==> src/psc_map.svh <==
// address map constants for the peripheral set/clear register bank
// assumes byte addresses on a 32-bit peripheral bus
`ifndef PSC_MAP_SVH
`define PSC_MAP_SVH
`define PSC_REGION_BASE 32'hFFD0_0000
`define PSC_WIN_SHIFT 14
`define PSC_AIC_BASE 32'hFFFF_F000
`define PSC_AIC_SHIFT 12
`define PSC_AIC_GAP 32'hFFFF_C000
`define PSC_OFF_SET 14'h0000
`define PSC_OFF_CLR 14'h0004
`define PSC_OFF_READ 14'h0008
`define PSC_RST_VAL 32'h0000_0000
`endif

==> src/psc_pkg.sv <==
// types shared by the set/clear register bank
// assumes nothing of its surroundings
package psc_pkg;
    typedef enum logic [1:0] {
        PSC_ALIAS_NONE = 2'b00,
        PSC_ALIAS_SET = 2'b01,
        PSC_ALIAS_CLR = 2'b10,
        PSC_ALIAS_READ = 2'b11
    } psc_alias_t;
endpackage

==> src/psc_scr_if.sv <==
// strobes and value between decoder and one aliased register
// assumes one clock domain
`timescale 1ns/1ps
interface psc_scr_if #(parameter int W = 32);
    logic set_stb;
    logic clr_stb;
    logic [W-1:0] wdata;
    logic [W-1:0] value;
    modport ctl (output set_stb, output clr_stb, output wdata, input value);
    modport reg_side (input set_stb, input clr_stb, input wdata, output value);
endinterface

==> src/psc_scr_reg.sv <==
// one register with set and clear write ports
// assumes strobes are one-cycle pulses on clk_in
`timescale 1ns/1ps
`include "psc_map.svh"
module psc_scr_reg #(
    parameter int W = 32
) (
    // clock and reset
    input wire logic clk_in,
    input wire logic rst_in,
    // decoder side
    psc_scr_if.reg_side bus
);
    logic [W-1:0] val_r;

    always_ff @(posedge clk_in) begin
        if (rst_in) begin
            val_r <= W'(`PSC_RST_VAL);
        end else if (bus.set_stb) begin
            val_r <= val_r | bus.wdata;
        end else if (bus.clr_stb) begin
            val_r <= val_r & ~bus.wdata;
        end
    end

    assign bus.value = val_r;
endmodule // psc_scr_reg

==> src/psc_top.sv <==
// window decoder and aliased registers for the peripheral space
// assumes a simple request port from the core: one-cycle rd or wr strobes
//
// How it works
// 16 Kbyte windows within top 3 Mbyte
// interrupt controller window only 4 Kbyte
// base is window's lowest address, offsets upward
// first location sets stored bits
// second location clears stored bits
// third location reads stored value
// ones act, zeros leave bits unchanged
// set/clear read zero; read location ignores writes
`timescale 1ns/1ps
`include "psc_map.svh"
module psc_top #(
    parameter int NUM_PERIPH = 8,
    parameter int W = 32
) (
    // clock and reset
    input wire logic clk_in,
    input wire logic rst_in,
    // request port from the core
    input wire logic [31:0] addr_in,
    input wire logic wr_in,
    input wire logic rd_in,
    input wire logic [W-1:0] wdata_in,
    // answer to the core
    output logic ack_out,
    output logic err_out,
    output logic [W-1:0] rdata_out,
    // stored values, peripheral 0 in low bits, interrupt controller last
    output logic [(NUM_PERIPH+1)*W-1:0] reg_val_out
);
    localparam int NREG = NUM_PERIPH + 1;
    localparam int IW = $clog2(NREG + 1);

    logic [31:0] rel;
    logic [31:0] win_idx;
    logic in_region;
    logic is_aic;
    logic hit;
    logic [`PSC_WIN_SHIFT-1:0] off;
    logic [IW-1:0] tgt;
    psc_pkg::psc_alias_t alias_sel;
    logic [W-1:0] vals [NREG];
    logic ack_r;
    logic err_r;
    logic [W-1:0] rdata_r;
    logic [W-1:0] rdata_nxt;
    logic [NREG-1:0] set_vec;
    logic [NREG-1:0] clr_vec;

    // window decode
    always_comb begin
        rel = addr_in - `PSC_REGION_BASE;
        win_idx = rel >> `PSC_WIN_SHIFT;
        in_region = (addr_in >= `PSC_REGION_BASE);
        is_aic = ((addr_in >> `PSC_AIC_SHIFT) == (`PSC_AIC_BASE >> `PSC_AIC_SHIFT));
        hit = 1'b0;
        tgt = '0;
        off = addr_in[`PSC_WIN_SHIFT-1:0];
        if (is_aic) begin
            hit = 1'b1;
            tgt = IW'(NUM_PERIPH);
            off = '0;
            off[`PSC_AIC_SHIFT-1:0] = addr_in[`PSC_AIC_SHIFT-1:0];
        end else if (in_region && (win_idx < 32'(NUM_PERIPH))) begin
            hit = 1'b1;
            tgt = IW'(win_idx);
        end
        alias_sel = psc_pkg::PSC_ALIAS_NONE;
        if (hit) begin
            unique case (off)
                `PSC_OFF_SET: alias_sel = psc_pkg::PSC_ALIAS_SET;
                `PSC_OFF_CLR: alias_sel = psc_pkg::PSC_ALIAS_CLR;
                `PSC_OFF_READ: alias_sel = psc_pkg::PSC_ALIAS_READ;
                default: alias_sel = psc_pkg::PSC_ALIAS_NONE;
            endcase
        end
    end

    // aliased registers
    genvar gi;
    generate
        for (gi = 0; gi < NREG; gi++) begin : g_reg
            psc_scr_if #(.W(W)) link ();
            assign link.set_stb = wr_in && (tgt == IW'(gi)) && (alias_sel == psc_pkg::PSC_ALIAS_SET);
            assign link.clr_stb = wr_in && (tgt == IW'(gi)) && (alias_sel == psc_pkg::PSC_ALIAS_CLR);
            assign link.wdata = wdata_in;
            assign set_vec[gi] = link.set_stb;
            assign clr_vec[gi] = link.clr_stb;
            assign vals[gi] = link.value;
            assign reg_val_out[gi*W +: W] = link.value;
            psc_scr_reg #(.W(W)) u_reg (
                .clk_in(clk_in),
                .rst_in(rst_in),
                .bus(link.reg_side)
            );
        end
    endgenerate

    // read data
    always_comb begin
        rdata_nxt = '0;
        if (rd_in && (alias_sel == psc_pkg::PSC_ALIAS_READ)) begin
            rdata_nxt = vals[tgt];
        end
    end

    always_ff @(posedge clk_in) begin
        if (rst_in) begin
            rdata_r <= '0;
        end else if (rd_in) begin
            rdata_r <= rdata_nxt;
        end
    end

    always_ff @(posedge clk_in) begin
        if (rst_in) begin
            ack_r <= 1'b0;
            err_r <= 1'b0;
        end else begin
            ack_r <= rd_in || wr_in;
            err_r <= (rd_in || wr_in) && (alias_sel == psc_pkg::PSC_ALIAS_NONE);
        end
    end

    assign ack_out = ack_r;
    assign err_out = err_r;
    assign rdata_out = rdata_r;
endmodule // psc_top

==> config.mk <==
export PLATFORM = sky130hd
export DESIGN_NAME = psc_top
export DESIGN_NICKNAME = d
export VERILOG_FILES = /design/src/psc_pkg.sv /design/src/psc_scr_if.sv /design/src/psc_scr_reg.sv /design/src/psc_top.sv
export VERILOG_INCLUDE_DIRS = /design/src
export SDC_FILE = /design/constraint.sdc
export NUM_CORES = 1
export LEC_CHECK = 0
export ABC_CLOCK_PERIOD_IN_PS = 6800
export BUFFER_PORTS_ARGS = -buffer_cell sky130_fd_sc_hd__buf_2
export CAP_MARGIN = 20
export CORE_UTILIZATION = 40
export DETAILED_ROUTE_END_ITERATION = 16
export SLEW_MARGIN = 10
export SYNTH_ARGS = -nofsm -noshare
export SYNTH_HDL_FRONTEND = slang
export SYNTH_SLANG_ARGS = --single-unit
==> constraint.sdc <==
create_clock -name clk_in -period 6.8 [get_ports clk_in]
set_input_delay 0 -clock clk_in [delete_from_list [all_inputs] [get_ports clk_in]]
set_output_delay 0 -clock clk_in [all_outputs]
set_load 0.05 [all_outputs]
======== Yosys cells after proc, flatten, opt, wreduce, memory -nomap -nowiden ========
Cells that the tools add are included.
storage, ports and cells
  register bits after elaboration ......... 322
  input port bits ......................... 68
  output and inout bits ................... 322
  word-level logic and storage cells ...... 122
cells by class
  add/subtract/negate cells ............... 1
  order comparisons ....................... 3
  eq/ne operators ......................... 14
  multiplexer cells ....................... 29
  bitwise gates (word level) .............. 20
  reductions and logical operators ........ 43
operators with widths
  cell                                                         number
  two-way mux 32 bit                                           21
  AND 32 bit                                                   9
  bitwise OR 32 bit                                            9
  binary-select mux 32 bit (select 4 bit)                      1
  greater-or-equal comparator 32 bit, second input constant    1
  NOT 32 bit                                                   1
  subtractor 32 bit, second input constant                     1
  logical AND 1 bit                                            30
  == test 20 bit, second input constant                        1
  less-than comparator 18 x 4 -> 1 bit, second input constant  1
  nonzero test 2 bit                                           9
  == test 4 x 3 -> 1 bit, second input constant                4
  == test 14 x 3 -> 1 bit, second input constant               1
  == test 14 x 4 -> 1 bit, second input constant               1
  zero test 14 bit                                             1
  two-way mux 14 bit                                           1
  == test 4 x 2 -> 1 bit, second input constant                2
  two-way mux 4 bit                                            2
  case mux 2 bit (3 select lines)                              1
  greater-or-equal comparator 5 bit, second input constant     1
  NOT 4 -> 5 bit                                               1
  == test 2 bit, second input constant                         2
  == test 4 x 1 -> 1 bit, second input constant                1
  == test 4 bit, second input constant                         1
  other kinds (6)                                              7

======== Longest topological paths before layout ========
  word-level depth ........................ 10
  depth in mapped cells ................... 9

======== Cells and area by module ========
Synthesis repeated with hierarchy kept, for this count alone.
second synthesis, totals
  cell total of the unflattened synthesis .. 1821
  area, all modules ....................... 16872.4 um2
modules (own cells, without submodules)
  module                            instances  cells each  area each (um2)  sequential area each (um2)
  psc_scr_reg (g_reg[1].u_reg ...)  8          137         1413.9           640.6
  psc_top                           1          588         4151.5           680.7
  psc_scr_reg (g_reg[0].u_reg)      1          137         1410.1           640.6

======== Worst setup path before layout ========
No wires, ideal clock.
  path type ............................... input-to-reg
  start ................................... input port addr_in[21]
  end ..................................... register (tool-made name)
  arrival time ............................ 2.020 ns
  data required time ...................... 6.668 ns
  slack ................................... 4.648 ns
  cell stages on the path ................. 8
  buffers on the path ..................... 2
  cells stage by stage .................... or4_4 nor4_4 nand2_1 buf_2 or4_4 buf_2 o21ai_1 a21oi_1
RTL lines
  element      line           source
  from (decl)  psc_top.sv:23  input wire logic [31:0] addr_in,

==> reports/qor.yml <==
outcome: "complete, no violations"
ys_ff_latch: 322
layout_worst_path_cycle_share_pct: 48.2
final_layout_size_suffix_gt1_share_pct: 26.6
timing.rr.end: "rdata_out[28]"
timing.slew.headroom_pct: 22.2
dpl_cell_area_um2: 16700
port_buffers: 389
syn_to_final_growth_pct: 22.1
power.static_leakage_uw: 0.00797
final_layout_setup_total_negative_slack_ps: 0
maxClockFrequency_mhz: 305
post_cts_resized: 0
antenna_found_initial: 0
synthesis.yosys.warnings: 0
postCtsSetupRepairBufs: 0
clock-skew-final_ps: 21.4
synth_cell_types: 52
start_util_pct: 40.8
floorplan.die.height_um: 195
io-pin-count: 390
unrepaired_setup_endpoints_after_global_routing: "false"
fp.dieArea_um2: 38200
final_core_utilization_pct: 49.8
number_of_fill_cells_in_the_layout: 3473
core_area_um2: 36700
clock_tree.buffer_depth: 3
timing_worst_slew_pin_value_ps: 1170
path_clk_slew_ps: 60
peakVddDrop_mv: 0.139
crit_path_max_fanout: 69
global_route_wire_length_before_repair_um: 88500
worstHoldPathType: "input pin to flop"
max_cap_violations: 0
drv_slew: 0
endpoint_kind: "flop"
grt_use_total_pct: 30.4
postRouteWirelength_um: 60500
placement.setup.worst_slack_ps: 2960
async_flop_share_pct: 0
detailedRoute.firstIterationViolations: 1345
diodes: 0
share_of_the_yosys_chip_area_belonging_to_registers_pct: 43.1
finalHoldViolCount: 0
synth_flop_cell: "sky130_fd_sc_hd__dfxtp_1"
row_count: 70
tritoncts_num_sinks: 322
arrival_ps: 3680
worst_setup_path_type: "input pin to flop"
via_count: 15100
drt_drc: 0
netlist_instances: 1753
min_period_ps: 3280
whs_path_depth: 5
drt.antenna.violating_nets: 0
first_global_vias: 14100
mostFrequentLayoutCell: "sky130_fd_sc_hd__buf_2"
cts_root_buffer: "sky130_fd_sc_hd__clkbuf_16"
gr-total-overflow: 0
largest_net_degree_at_the_start_of_global_routing: 130
setup_ws_ps: 3520
rrSetupSlack_ps: 5360
wire_per_inst_um: 23.6
synth.net_count: 1821
r2r_cells: 4
final_design_area_no_fill_um2: 18300
report.final.setup_viol: 0
most-common-layout-cells: "sky130_fd_sc_hd__buf_2, sky130_fd_sc_hd__dfxtp_1, sky130_fd_sc_hd__a21oi_1"
drt_pre_antenna_iters: 5
die_width_um: 195
critical_path.startpoint_type: "input pin"
dp.final_hpwl_um: 37900
cp.required_ps: 7200
htreeDepth: 2
cts_tree: "built"
hp-start: "addr_in[2]"
gp_congestion: 0.876
synthesis.area_per_instance_um2: 8.53
synth.cell_area_um2: 15000
cts-buffers-inserted: 37
powerDensity_nw_per_um2: 224
synth_enable_flop_cells: 0
num-nets-final: 2136
drt-vias-per-instance: 5.91
clk-insertion-delay-late_ps: 520
## routing by layer
metal  part of all wire (%)  track usage (%)  wire, um  vias to the layer above
li1                       -                -         -                     6855
met1                     41             39.5     24600                     7357
met2                     47             49.9     28500                      789
met3                    8.7             5.77      5270                      135
met4                    3.5             11.4      2130                        0
met5                      0                0         0                        -
## Yosys cell counts, types with 33 or more instances
cell,instances,area [um2]
sky130_fd_sc_hd__a21oi_1,318,1590
sky130_fd_sc_hd__clkbuf_1,86,323
sky130_fd_sc_hd__buf_2,36,180
sky130_fd_sc_hd__o21ai_0,118,591
sky130_fd_sc_hd__nand2b_1,67,419
sky130_fd_sc_hd__dfxtp_1,322,6450
sky130_fd_sc_hd__a22oi_1,33,248
sky130_fd_sc_hd__nor2_1,70,263
sky130_fd_sc_hd__o21ai_1,107,536
sky130_fd_sc_hd__nand2_1,232,871
sky130_fd_sc_hd__inv_1,34,128
## report_power, final
| part | total, uW | switching (uW) | internal (uW) |
|---|---|---|---|
| combinational | 208 | 147 | 61.0 |
| sequential | 1890 | 0.138 | 1890 |
| clock | 1990 | 823 | 1170 |
| total | 4090 | 970 | 3120 |
## per-stage QoR
step	cells	hold WS (ps)	total power, uW
2_1_floorplan	1753	131	2060
5_1_grt	2563	111	4190
3_5_place_dp	2459	307	2110
6_report	2563	106	4090
4_1_cts	2561	82.2	4100
3_3_place_gp	2458	302	2110
## worst max path at each step
stage	slack (ps)	depth (start not counted)	start	to
2_1_floorplan	4650	8	addr_in[21]	flop
3_3_place_gp	3080	8	addr_in[14]	flop
3_5_place_dp	2960	8	addr_in[14]	flop
4_1_cts	3490	8	addr_in[14]	flop
5_1_grt	3230	8	addr_in[14]	flop
6_report	3520	8	addr_in[14]	flop
## worst max-delay path, cell delays in order
cell,delay (ps)
sky130_fd_sc_hd__buf_4,470
sky130_fd_sc_hd__nand2_1,150
sky130_fd_sc_hd__nor4_1,630
sky130_fd_sc_hd__nand2_4,650
sky130_fd_sc_hd__a2111oi_4,1040
sky130_fd_sc_hd__buf_4,400
sky130_fd_sc_hd__a21oi_1,120
sky130_fd_sc_hd__a21o_1,170
## what timing repair did
item / 4_1_cts / 5_1_grt
endpoints found under the hold margin: 290 / 0
setup endpoints to repair: 0 / 0
hold buffers: 36 / 0
## logic make-up after synthesis
group                  after synthesis  share of synthesized area [%]
AO/OA/AOI/OAI                      744                           28.7
AND/OR/NAND/NOR                    419                           13.4
flip-flops                         322                           43.1
buffers and inverters              204                           8.01
multiplexers                        64                           6.88
## final cells by class
type / count / area, um2 / share of cell area [%]
Sequential cell: 322 / 6450 / 35.3
Clock inverter: 14 / 131 / 0.719
Clock buffer: 52 / 1060 / 5.82
Multi-Input combinational cell: 1227 / 7390 / 40.5
Timing Repair Buffer: 446 / 2520 / 13.8
Inverter: 34 / 128 / 0.699
Tap cell: 468 / 586 / 3.21
Power figures use the tool's default switching activity.
